**config.mk**
```make
export PLATFORM = sky130hd
export DESIGN_NAME = bcs_charge_sequencer
export DESIGN_NICKNAME = d
export VERILOG_FILES = /design/src/bcs_charge_sequencer.v
export VERILOG_INCLUDE_DIRS = /design/src /design/src/src
export SDC_FILE = /design/constraint.sdc
export NUM_CORES = 1
export LEC_CHECK = 0
export BUFFER_PORTS_ARGS = -buffer_cell sky130_fd_sc_hd__buf_4
export CORE_MARGIN = 2
export CORE_UTILIZATION = 34
export CTS_BUF_LIST = sky130_fd_sc_hd__clkbuf_4
export DETAILED_ROUTE_END_ITERATION = 8
export GPL_TIMING_DRIVEN = 0
export PLACE_DENSITY = 0.56
export SETUP_SLACK_MARGIN = 0.5
export SLEW_MARGIN = 10
export SYNTH_ARGS = -nofsm -noshare
export SYNTH_HDL_FRONTEND = slang
export SYNTH_SLANG_ARGS = --single-unit
```
**constraint.sdc**
```tcl
create_clock -name ref_clk_in -period 7.35 [get_ports ref_clk_in]
set_input_delay 1.1025 -clock ref_clk_in [delete_from_list [all_inputs] [get_ports ref_clk_in]]
set_output_delay 1.1025 -clock ref_clk_in [all_outputs]
set_load 0.03 [all_outputs]
```
**src/bcs_regs.vh**
```
// constants and register map of the battery charge sequencer
// Summary of operation
// - power-up or battery insertion starts fast charge
// - fast charge drops to top-off when temperature or voltage leaves window
// - slope detection without thermistor falls back to voltage peak detection
// - fast charge also ends on temperature cut-off or time-out
// - full detection suppressed during hold-off at start of fast charge
// - top-off at reduced current ends at time-out or fixed duration
// - after top-off enter standby, regulation or trickle as initialized
// - standby regulation limits current and keeps watching temperature
// - trickle standby drives pulsed charge current
// - refresh pin low discharges until 1 V per cell, then fast charge
// - refresh accepted only while charging nickel batteries
// - init interval samples program pins, then timer pins drive LEDs
// - floating termination pin selects nickel charge with slope detection
// - standby ref tied to stabilized output or no thermistor selects trickle
// - standby ref grounded forces inhibit, highest priority from any state; a restart during inhibit still returns to init and clears timers
// - inhibit zeroes outputs, turns LEDs off, freezes timers
// - not low means floating, high or mid-level set
// - thermistor present when its voltage is below 3.3 V
// - thermistor present and standby ref floating or set selects regulation
// - time-out timer pauses in low voltage, temperature protection, inhibit
// - time-out is 2^26 oscillator periods times oscillator and time-out dividers
// - hold-off is 2^-5 of time-out
`ifndef BCS_REGS_VH
`define BCS_REGS_VH
// apb register offsets
`define BCS_CTRL_OFS 12'h000
`define BCS_STAT_OFS 12'h004
`define BCS_CFG_OFS 12'h008
`define BCS_TMR_OFS 12'h00C
// control fields
`define BCS_CTRL_RESTART 0
`define BCS_CTRL_RESET 32'h0000_0000
// pin level codes: 2'b00 low, 2'b01 floating, 2'b10 high, 2'b11 mid-level set
`define BCS_LVL_LOW 2'h0
`define BCS_LVL_FLT 2'h1
`define BCS_LVL_HIGH 2'h2
`define BCS_LVL_SET 2'h3
// timing exponents in oscillator periods
`define BCS_TIMEOUT_EXP 26
`define BCS_HOLDOFF_SHIFT 5
`define BCS_TOPOFF_EXP 27
`define BCS_INIT_EXP 14
`define BCS_TRICKLE_EXP 10
`endif

```
**src/bcs_charge_sequencer.v**
```verilog
// battery charge sequencer: method select, charge states, refresh, inhibit, apb status
//
// Chosen here: the APB register port and the placing of the registers.
`timescale 1ns/1ps
`include "bcs_regs.vh"
module bcs_charge_sequencer #(
  parameter OSC_DIV = 16,
  parameter TIMEOUT_EXP = `BCS_TIMEOUT_EXP,
  parameter TOPOFF_EXP = `BCS_TOPOFF_EXP,
  parameter INIT_EXP = `BCS_INIT_EXP,
  parameter TRICKLE_EXP = `BCS_TRICKLE_EXP
) (
  input wire ref_clk_in,
  input wire sys_rst_in,
  input wire battery_insert_in,
  input wire [1:0] standby_ref_input_in,
  input wire [1:0] termination_select_pin_in,
  input wire refresh_pin_in,
  input wire thermistor_present_in,
  input wire temp_window_ok_in,
  input wire volt_window_ok_in,
  input wire temp_cutoff_in,
  input wire temp_protect_in,
  input wire low_voltage_in,
  input wire slope_full_in,
  input wire voltage_peak_detect_in,
  input wire cell_at_1v_in,
  input wire [2:0] osc_divider_pin_in,
  input wire [2:0] timeout_divider_pin_in,
  input wire psel,
  input wire penable,
  input wire pwrite,
  input wire [11:0] paddr,
  input wire [31:0] pwdata,
  output wire pready,
  output reg [31:0] prdata,
  output wire pslverr,
  output reg fast_charge_out,
  output reg topoff_charge_out,
  output reg trickle_pulse_out,
  output reg volt_regulate_out,
  output reg current_limit_out,
  output reg refresh_drive_out,
  output reg [2:0] state_led_out,
  output reg switched_ref_output_out,
  output reg program_pins_as_led_out
);
  localparam ST_INIT = 3'h0;
  localparam ST_FAST = 3'h1;
  localparam ST_TOPOFF = 3'h2;
  localparam ST_STBY = 3'h3;
  localparam ST_REFRESH = 3'h4;
  localparam ST_STOP = 3'h5;
  // 3-flop sync of all pin inputs; value accepted once stages 2 and 3 agree
  localparam NS = 21;
  wire [NS-1:0] raw;
  assign raw = {battery_insert_in, standby_ref_input_in, termination_select_pin_in,
    refresh_pin_in, thermistor_present_in, temp_window_ok_in, volt_window_ok_in,
    temp_cutoff_in, temp_protect_in, low_voltage_in, slope_full_in,
    voltage_peak_detect_in, cell_at_1v_in, osc_divider_pin_in, timeout_divider_pin_in};
  reg [NS-1:0] s1;
  reg [NS-1:0] s2;
  reg [NS-1:0] s3;
  reg [NS-1:0] pin;
  genvar gi;
  generate
    for (gi = 0; gi < NS; gi = gi + 1)
    begin : g_sync
      always @(posedge ref_clk_in or posedge sys_rst_in)
      begin
        if (sys_rst_in)
        begin
          s1[gi] <= 1'b0;
          s2[gi] <= 1'b0;
          s3[gi] <= 1'b0;
          pin[gi] <= 1'b0;
        end
        else
        begin
          s1[gi] <= raw[gi];
          s2[gi] <= s1[gi];
          s3[gi] <= s2[gi];
          if (s2[gi] == s3[gi])
            pin[gi] <= s3[gi];
        end
      end
    end
  endgenerate
  wire p_insert = pin[20];
  wire [1:0] p_stb = pin[19:18];
  wire [1:0] p_fct = pin[17:16];
  wire p_refresh_pin = pin[15];
  wire p_ntc = pin[14];
  wire p_twin = pin[13];
  wire p_vwin = pin[12];
  wire p_tcut = pin[11];
  wire p_tprot = pin[10];
  wire p_lowv = pin[9];
  wire p_slope = pin[8];
  wire p_peak = pin[7];
  wire p_1v = pin[6];
  wire [2:0] p_pod = pin[5:3];
  wire [2:0] p_ptd = pin[2:0];

  function not_low;
    input [1:0] lvl;
    begin
      not_low = (lvl != `BCS_LVL_LOW);
    end
  endfunction

  wire inhibit = ~not_low(p_stb);

  // prescaled tick: one per OSC_DIV clocks
  reg [15:0] presc;
  wire tick = (presc == OSC_DIV[15:0] - 16'h0001);
  always @(posedge ref_clk_in or posedge sys_rst_in)
  begin
    if (sys_rst_in)
      presc <= 16'h0000;
    else if (!inhibit)
      presc <= tick ? 16'h0000 : presc + 16'h0001;
  end

  // apb: restart strobe re-runs the power-on sequence
  wire apb_wr = psel & penable & pwrite;
  wire ctrl_restart = apb_wr & (paddr == `BCS_CTRL_OFS) & pwdata[`BCS_CTRL_RESTART];
  reg insert_d;
  wire restart = ctrl_restart | (p_insert & ~insert_d);

  reg [2:0] state;
  reg [2:0] next_state;
  reg [35:0] t_out;
  reg [35:0] t_phase;
  reg slope_en;
  reg peak_en;
  reg trickle_sel;
  reg [2:0] pod_sel;
  reg [2:0] ptd_sel;
  reg last_done_bit;

  wire [35:0] timeout_len = ({35'h0, 1'b1} << TIMEOUT_EXP) * {33'h0, pod_sel} * {33'h0, ptd_sel};
  wire [35:0] holdoff_len = timeout_len >> `BCS_HOLDOFF_SHIFT;
  wire [35:0] topoff_len = ({35'h0, 1'b1} << TOPOFF_EXP) * {33'h0, pod_sel};
  wire [35:0] init_len = {35'h0, 1'b1} << INIT_EXP;
  wire timed_out = (t_out >= timeout_len);
  wire holdoff_over = (t_out >= holdoff_len);
  wire use_slope = slope_en & p_ntc;
  wire use_peak = peak_en | (slope_en & ~p_ntc);
  wire full = holdoff_over & ((use_slope & p_slope) | (use_peak & p_peak));
  wire tout_run = tick & ~p_lowv & ~p_tprot & ~inhibit;

  always @*
  begin
    next_state = state;
    case (state)
      ST_INIT:
        if (t_phase >= init_len)
          next_state = ST_FAST;
      ST_FAST:
        if (full | ~p_twin | ~p_vwin | p_tcut | timed_out)
          next_state = ST_TOPOFF;
      ST_TOPOFF:
        if (timed_out | (t_phase >= topoff_len) | p_lowv)
          next_state = ST_STBY;
      ST_STBY:
        if (!trickle_sel && p_tcut)
          next_state = ST_STOP;
      ST_REFRESH:
        if (p_1v)
          next_state = ST_FAST;
      ST_STOP:
        next_state = ST_STOP;
      default:
        next_state = ST_INIT;
    endcase
    if (!p_refresh_pin && not_low(p_fct) && (state == ST_FAST || state == ST_TOPOFF ||
        state == ST_STBY))
      next_state = ST_REFRESH;
  end

  always @(posedge ref_clk_in or posedge sys_rst_in)
  begin
    if (sys_rst_in)
    begin
      state <= ST_INIT;
      t_out <= 36'h0;
      t_phase <= 36'h0;
      slope_en <= 1'b1;
      peak_en <= 1'b0;
      trickle_sel <= 1'b1;
      pod_sel <= 3'h1;
      ptd_sel <= 3'h1;
      insert_d <= 1'b0;
    end
    else
    begin
      insert_d <= p_insert;
      if (restart)
      begin
        state <= ST_INIT;
        t_out <= 36'h0;
        t_phase <= 36'h0;
      end
      else if (!inhibit)
      begin
        if (state == ST_INIT)
        begin
          slope_en <= (p_fct == `BCS_LVL_FLT) | (p_fct == `BCS_LVL_HIGH);
          peak_en <= (p_fct != `BCS_LVL_FLT);
          trickle_sel <= (p_stb == `BCS_LVL_HIGH) | ~p_ntc;
          pod_sel <= (p_pod == 3'h0) ? 3'h1 : p_pod;
          ptd_sel <= (p_ptd == 3'h0) ? 3'h1 : p_ptd;
        end
        if (next_state != state)
        begin
          state <= next_state;
          t_phase <= 36'h0;
          if (next_state == ST_FAST)
            t_out <= 36'h0;
        end
        else
        begin
          if (tick)
            t_phase <= t_phase + 36'h1;
          if (tout_run && (state == ST_FAST || state == ST_TOPOFF))
            t_out <= t_out + 36'h1;
        end
      end
    end
  end

  always @(posedge ref_clk_in or posedge sys_rst_in)
  begin
    if (sys_rst_in)
      last_done_bit <= 1'b0;
    else if (inhibit)
      last_done_bit <= 1'b0;
    else
      last_done_bit <= (state == ST_STOP);
  end

  always @(posedge ref_clk_in or posedge sys_rst_in)
  begin
    if (sys_rst_in)
    begin
      fast_charge_out <= 1'b0;
      topoff_charge_out <= 1'b0;
      trickle_pulse_out <= 1'b0;
      volt_regulate_out <= 1'b0;
      current_limit_out <= 1'b0;
      refresh_drive_out <= 1'b0;
      state_led_out <= 3'h0;
      switched_ref_output_out <= 1'b0;
      program_pins_as_led_out <= 1'b0;
    end
    else if (inhibit)
    begin
      fast_charge_out <= 1'b0;
      topoff_charge_out <= 1'b0;
      trickle_pulse_out <= 1'b0;
      volt_regulate_out <= 1'b0;
      current_limit_out <= 1'b0;
      refresh_drive_out <= 1'b0;
      state_led_out <= 3'h0;
      switched_ref_output_out <= 1'b0;
      program_pins_as_led_out <= 1'b0;
    end
    else
    begin
      fast_charge_out <= (state == ST_FAST);
      topoff_charge_out <= (state == ST_TOPOFF);
      trickle_pulse_out <= (state == ST_STBY) & trickle_sel & t_phase[TRICKLE_EXP];
      volt_regulate_out <= (state == ST_STBY) & ~trickle_sel;
      current_limit_out <= (state == ST_STBY) & ~trickle_sel;
      refresh_drive_out <= (state == ST_REFRESH);
      program_pins_as_led_out <= (state != ST_INIT);
      switched_ref_output_out <= (state != ST_INIT);
      state_led_out <= (state == ST_INIT) ? 3'h0 : state;
    end
  end

  // single-cycle apb slave; unmapped addresses read zero and flag an error
  wire mapped = (paddr == `BCS_CTRL_OFS) | (paddr == `BCS_STAT_OFS) |
    (paddr == `BCS_CFG_OFS) | (paddr == `BCS_TMR_OFS);
  assign pready = 1'b1;
  assign pslverr = psel & penable & ~mapped;
  always @*
  begin
    case (paddr)
      `BCS_STAT_OFS: prdata = {24'h0, last_done_bit, inhibit, p_ntc, 1'b0, timed_out,
        state};
      `BCS_CFG_OFS: prdata = {22'h0, ptd_sel, pod_sel, trickle_sel, peak_en, slope_en,
        1'b0};
      `BCS_TMR_OFS: prdata = t_out[35:4];
      default: prdata = 32'h0000_0000;
    endcase
  end
endmodule // bcs_charge_sequencer

```
# Word-level counts from Yosys, hierarchy flattened
# Cells that the tools add are included.
[op_classes]
div = 0
n_reduce_logical = 23
order_cmp = 4
eq_ne = 37
n_shift = 0
n_addsub = 3
muxes = 32
n_mul = 1
n_bitwise = 41
[ops]
columns = ["cell", "n"]
rows = [
  ["$mux 36", 9],
  ["$pmux 32 s3", 1],
  ["$add 36x1->36 const B", 2],
  ["$mux 3", 13],
  ["$ge 36x15->1 const B", 1],
  ["$ge 36x27->1", 1],
  ["$ge 36x30->1", 1],
  ["$ge 36x32->1", 1],
  ["$eq 12x4->1 const B", 2],
  ["$eq 1x1->1", 21],
  ["$pmux 3 s6", 1],
  ["$and 1x1->1", 17],
  ["$add 16x1->16 const B", 1],
  ["$eq 16x4->1 const B", 1],
  ["$mux 16", 1],
  ["$or 1x1->1", 14],
  ["$eq 12x3->1 const B", 1],
  ["$logic_not 12->1", 1],
  ["$not 1->1", 10],
  ["$logic_not 3->1", 3],
  ["$reduce_bool 3->1", 3],
  ["$reduce_bool 2->1", 4],
  ["$mux 1", 7],
  ["$eq 3x1->1 const B", 2],
  ["13 further kinds", 23],
]
[totals]
regBits = 195
ramBits = 0
rom_bits = 0
out_inout_bits = 45
mem_count = 0
latch_bits = 0

# Logic depth before layout (Yosys ltp)
[depth]
depth_word = 18
ltp_mapped = 18

# Worst setup path after synthesis
# Ideal clock, no wire load.
[synth_path]
path_type = "register -> register"
startpoint = "register pod_sel[0]"
endpoint = "register t_out[12]"
stages_incl_launch_ff = 18
setup_ps = 78
t_required_ps = 7272
slack_ps = 2853
arrival_time_ps = 4419
path_cell_list = "dfstp_2 -> nand2_1 -> fa_1 -> inv_1 -> ha_1 -> inv_1 -> fa_1 -> ha_1 -> a211o_1 -> a221oi_1 -> o31a_1 -> o21ai_0 -> o31ai_2 -> a31o_1 -> a31oi_4 -> buf_6 -> or4_1 -> a21oi_1"
[synth_between]
elab_chain_cells = 14
word_cells_on_any_way = 23
classes_between = "1 x mul; 3 x order compare; 3 x eq/ne; 7 x mux; 7 x bitwise; 2 x reduce/logical"
[synth_lines]
columns = ["element", "line_no", "text"]
rows = [
  ["start, declared", "bcs_charge_sequencer.v:138", "reg [2:0] pod_sel;"],
  ["start signal, assigned", "bcs_charge_sequencer.v:212", "pod_sel <= (p_pod == 3'h0) ? 3'h1 : p_pod;"],
  ["$mul 3x3->6", "bcs_charge_sequencer.v:142", "wire [35:0] timeout_len = ({35'h0, 1'b1} << TIMEOUT_EXP) * {33'h0, pod_sel} * {33'h0, ptd_sel};"],
  ["$ge 36x27->1", "bcs_charge_sequencer.v:147", "wire holdoff_over = (t_out >= holdoff_len);"],
  ["$and 1x1->1", "bcs_charge_sequencer.v:150", "wire full = holdoff_over & ((use_slope & p_slope) | (use_peak & p_peak));"],
  ["$or 1x1->1 (4 in a row)", "bcs_charge_sequencer.v:161", "if (full | ~p_twin | ~p_vwin | p_tcut | timed_out)"],
  ["$mux 3", "bcs_charge_sequencer.v:161", ""],
  ["$pmux 3 s6 *", "bcs_charge_sequencer.v:156", "case (state)"],
  ["$mux 3 *", "bcs_charge_sequencer.v:177", "if (!p_refresh_pin && not_low(p_fct) && (state == ST_FAST || state == ST_TOPOFF ||"],
  ["$ne 3x3->1", "bcs_charge_sequencer.v:215", "if (next_state != state)"],
  ["$mux 36", "bcs_charge_sequencer.v:215", ""],
  ["$mux 36", "bcs_charge_sequencer.v:205", "else if (!inhibit)"],
  ["$mux 36", "bcs_charge_sequencer.v:199", "if (restart)"],
  ["end signal, assigned", "bcs_charge_sequencer.v:227", "t_out <= t_out + 36'h1;"],
  ["end, declared", "bcs_charge_sequencer.v:133", "reg [35:0] t_out;"],
]
# Mark *: on every way between the ends. The rest lies on a longest branch, timed or not. The select of a mux whose other input is x is not followed.
# A chain may end at the register's enable or synchronous reset.

# Worst setup path after layout
[layout_path]
startpoint = "register pod_sel[0]"
endpoint = "output port prdata[3]"
[layout_between]
elab_chain_cells = 3
[layout_lines]
columns = ["element", "line_no", "text"]
rows = [
  ["$mul 3x3->6", "bcs_charge_sequencer.v:142", ""],
  ["$ge 36x32->1", "bcs_charge_sequencer.v:146", "wire timed_out = (t_out >= timeout_len);"],
  ["$pmux 32 s3", "bcs_charge_sequencer.v:290", "case (paddr)"],
  ["end, declared", "bcs_charge_sequencer.v:36", "output reg [31:0] prdata,"],
]
# Every way passes these cells.

==> impl_summary.log <==
[metrics] outcome: finished, final reports clean
[metrics] Clock Root Buffer: sky130_fd_sc_hd__clkbuf_4
[metrics] Starting Density: 34.72%
[metrics] R2R setup slack: ~2100 ps
[metrics] ys flop type: sky130_fd_sc_hd__dfrtp_1
[metrics] Maximum Capacitance Violations: 0
[metrics] die outline height: 167.1 um
[metrics] antenna violations before repair: 1
[metrics] insertion delay to the later sink of the worst-skew pair: 610 ps
[metrics] io pins: 115
[metrics] die area: 27930 sq um
[metrics] reg-to-reg startpoint: pod_sel[0]
[metrics] GR Util All Layers: 15.83%
[metrics] number of H-tree branching levels: 4
[metrics] number of core rows: 59
[metrics] largest vdd supply drop: 0.0001023 V
[metrics] clock buffer depth: 2
[metrics] post-synthesis cell type count: 65
[metrics] number of max-slew violations in the final report: 0
[metrics] path depth of the worst reg2reg path: 18
[metrics] sum of net half-perimeters after detailed placement: 15580 um
[metrics] final core utilization: 39.94%
[metrics] cell area after synthesis: between 9000 and 10000 sq um
[metrics] cts bufs inserted: 17
[metrics] FF-to-FF End: t_out[7]
[metrics] total count of hold-check failures in the final report: 0
[metrics] top cell type's share of synthesized area: 52.83%
[metrics] number of vias after detailed routing: between 6000 and 7000
[metrics] data required time of the worst path: 6250 ps
[metrics] post-synthesis average cell area: 10.41 sq um
[metrics] via density per instance: around 5.2
[metrics] largest area contributor in the synthesized netlist: sky130_fd_sc_hd__dfrtp_1
[metrics] Hold Slack: around 370 ps
[metrics] number of setup violations in the final report: 0
[metrics] wire length of the first global-routing pass: 35310 um
[metrics] actual transition at the worst max-transition pin: 980.5 ps
[metrics] drc violations: 0
[metrics] Power, Total: roughly 2800 uW
[metrics] Worst Hold Launch: s1[18]
[metrics] longest individual stage delay on the worst path: ~640 ps
[metrics] Reg clk slew, reported paths: 180 ps
[metrics] Hold Path Depth: 0
[metrics] area of the core region: 26060 sq um
[metrics] IO buf count: 81
[metrics] net count after synthesis: 966
[metrics] detailed-route wire length per cell: 16.45 um
[metrics] Synth Instances: about 870
[metrics] Gates resized, CTS repair: 0
[metrics] achievable frequency: 0.1826 GHz
[metrics] Crit Path Max Fanout: 6
[metrics] number of global-route vias before repair: 6547
[metrics] Sinks on Clock Net: 195
[metrics] unrepaired setup endpoints after global routing: false
[metrics] ys async rst share: 100.0%
[metrics] total gr overflow: 0
[metrics] final routed wirelength across all metal layers: 21680 um
[metrics] headroom to the max-slew limit: 34.33%
[metrics] width of the chip: 167.1 um
[metrics] Layout Area Growth over Synthesis: 15.03%
[metrics] number of routed nets with antenna violations: 0
[metrics] Setup crit start kind: flip-flop
[metrics] maximum clock skew at final layout: between 30 and 40 ps
[metrics] Hold Path Sink: s2[18]
[metrics] number of flip-flops and latches in the synthesized netlist: 195
[metrics] hold buffer count at CTS: 0
[metrics] placer's final routability congestion estimate: 0.8564
[metrics] register area share after synthesis: a little over half
[metrics] capturing element type of the critical path: output pin
[metrics] final critical path time including I/O delays and setup: roughly 5500 ps
[metrics] number of enable-type register cells in the synthesized netlist: 0
[metrics] cell breakdown of the critical path: nand2_1 -> fa_1 -> inv_1 -> ha_1 -> inv_1 -> fa_1 -> ha_1 -> a211o_1 -> a221oi_1 -> o31a_1 -> o21ai_0 -> o211ai_1 -> a21oi_1 -> buf_4
[metrics] critical path's slowest cell: sky130_fd_sc_hd__dfstp_2
[metrics] Setup Fix Bufs, Post-CTS: 0
[metrics] first drt pass iteration count: 4
[metrics] Leakage: 0.004480 uW
[metrics] pwr/cell area: 268.2 nW/um^2
[metrics] fraction of final layout cells sized beyond drive strength 1: about 14%
[metrics] Critical Setup Path Class: reg -> out
[metrics] number of DRC violations after detailed-routing iteration 0: 377
[metrics] Total Negative Setup Slacks: 0 ps
[metrics] Worst EP arrival: ~4400 ps
[metrics] CTS tree: done
[metrics] HP Class: reg -> reg
[metrics] largest cells by area after synthesis: sky130_fd_sc_hd__dfrtp_1 (53%), sky130_fd_sc_hd__ha_1 (3.5%), sky130_fd_sc_hd__nor2_1 (3.1%)
[metrics] final cycle utilization of the critical path: 74.52%
[metrics] yosys warns: 0
[metrics] pin count of the biggest net entering global routing: 107
[metrics] layout net count: 1067
## per-layer routing
layer	global-route usage (%)	routed length, um	up-vias
li1	-	-	3298
met1	22.66	10200	3311
met2	24.19	9897	176
met3	2.742	1065	32
met4	5.772	516	0
met5	0	0	-
## synthesized netlist by cell type, types with 5 or more instances
| cell type | n |
|---|---|
| sky130_fd_sc_hd__dfrtp_1 | 191 |
| sky130_fd_sc_hd__and4_1 | 5 |
| sky130_fd_sc_hd__a21oi_1 | 45 |
| sky130_fd_sc_hd__nor3_1 | 26 |
| sky130_fd_sc_hd__and2_1 | 26 |
| sky130_fd_sc_hd__mux2i_1 | 11 |
| sky130_fd_sc_hd__mux2_2 | 5 |
| sky130_fd_sc_hd__or4_1 | 18 |
| sky130_fd_sc_hd__nor2b_1 | 7 |
| sky130_fd_sc_hd__and3_1 | 15 |
| sky130_fd_sc_hd__nand4_1 | 27 |
| sky130_fd_sc_hd__nand2b_1 | 6 |
| sky130_fd_sc_hd__nor2_1 | 75 |
| sky130_fd_sc_hd__o31ai_1 | 16 |
| sky130_fd_sc_hd__inv_1 | 37 |
| sky130_fd_sc_hd__o21ai_0 | 29 |
| sky130_fd_sc_hd__nor4_1 | 21 |
| sky130_fd_sc_hd__ha_1 | 25 |
| sky130_fd_sc_hd__clkbuf_1 | 25 |
| sky130_fd_sc_hd__xnor2_1 | 18 |
| sky130_fd_sc_hd__xor2_1 | 23 |
| sky130_fd_sc_hd__nand2_1 | 60 |
| sky130_fd_sc_hd__nand3_1 | 36 |
| sky130_fd_sc_hd__maj3_1 | 21 |
| sky130_fd_sc_hd__o21ai_1 | 10 |
| sky130_fd_sc_hd__or3_1 | 24 |
## cells in the final DEF (no fill, tap or decap), types with 6 or more instances in the layout
master | synthesis | routed
sky130_fd_sc_hd__a21oi_1 | 45 | 45
sky130_fd_sc_hd__and2_1 | 26 | 26
sky130_fd_sc_hd__and3_1 | 15 | 15
sky130_fd_sc_hd__buf_4 | 3 | 84
sky130_fd_sc_hd__clkbuf_1 | 25 | 25
sky130_fd_sc_hd__clkbuf_4 | 0 | 17
sky130_fd_sc_hd__dfrtp_1 | 191 | 191
sky130_fd_sc_hd__ha_1 | 25 | 25
sky130_fd_sc_hd__inv_1 | 37 | 36
sky130_fd_sc_hd__inv_8 | 0 | 7
sky130_fd_sc_hd__maj3_1 | 21 | 21
sky130_fd_sc_hd__mux2i_1 | 11 | 11
sky130_fd_sc_hd__nand2_1 | 60 | 60
sky130_fd_sc_hd__nand2b_1 | 6 | 6
sky130_fd_sc_hd__nand3_1 | 36 | 36
sky130_fd_sc_hd__nand4_1 | 27 | 27
sky130_fd_sc_hd__nor2_1 | 75 | 75
sky130_fd_sc_hd__nor2b_1 | 7 | 7
sky130_fd_sc_hd__nor3_1 | 26 | 26
sky130_fd_sc_hd__nor4_1 | 21 | 21
sky130_fd_sc_hd__o21ai_0 | 29 | 29
sky130_fd_sc_hd__o21ai_1 | 10 | 10
sky130_fd_sc_hd__o31ai_1 | 16 | 16
sky130_fd_sc_hd__or3_1 | 24 | 24
sky130_fd_sc_hd__or4_1 | 18 | 18
sky130_fd_sc_hd__xnor2_1 | 18 | 18
sky130_fd_sc_hd__xor2_1 | 23 | 23
## flip-flops by register name, summed over array words and instances (netlist names), 16 cells and up
signal,cells
presc,16
s2,21
t_out,36
s3,21
t_phase,36
s1,21
## critical path, delay by kind of cell (launching register included)
family / cells / cell delay, ps
simple gates: 1 / 100
flops: 1 / 640
fa+ha+maj: 4 / 1520
buf+inv: 3 / 320
compound gates: 6 / 1190
## final cells by class
type	instances	area, sq um
inverters	37	146.4
multi-input cells	602	3870
repair buffers	82	635.6
flip-flops and latches	195	4885
plain buffers	35	153.9
clock inverters	14	167.7
diodes	1	2.502
clock buffers	17	127.6
fillers	2572	15650
well taps	335	419.2
## logic make-up after synthesis
group / after synthesis / share of synthesized area, %
muxes: 17 / 1.964
other: 1 / 0.04145
AOI/OAI and AO/OA: 137 / 9.722
buffers and inverters: 72 / 3.236
adders and majority gates: 48 / 6.223
and+or+nand+nor: 358 / 20.85
xor gates and xnor gates: 41 / 3.969
DFF: 195 / 53.99
## where the power goes
| part | leakage (uW) | switching [uW] | internal [uW] |
|---|---|---|---|
| Combinational | 0.00184 | 571 | 344 |
| Clock | 0.000155 | 413 | 185 |
| Sequential | 0.00249 | 97.3 | 1180 |
| Total | 0.00448 | 1080 | 1710 |
## per-stage QoR
step                      cell area (sq um)  setup WS [ps]  cells
final                                 10410           1873   1318
after global routing                  10410           1582   1318
after CTS                             10410           1800   1317
after detailed placement              10110           2143   1286
after global placement                10070          -1502   1285
after floorplan                        9047          941.9    869
## how the worst max path moves through the flow
stage	cells past startpoint	endpoint	slack, ps	startpoint
6_report	14	prdata[3]	1870	pod_sel[0]
5_1_grt	14	prdata[3]	1580	pod_sel[0]
4_1_cts	14	prdata[3]	1800	pod_sel[0]
3_5_place_dp	18	t_out[4]	2140	pod_sel[0]
3_3_place_gp	2	p_vwin	-1500	sys_rst_in
2_1_floorplan	1	current_limit_out	940	sys_rst_in
Note: power is estimated with default switching activity, not from simulation.
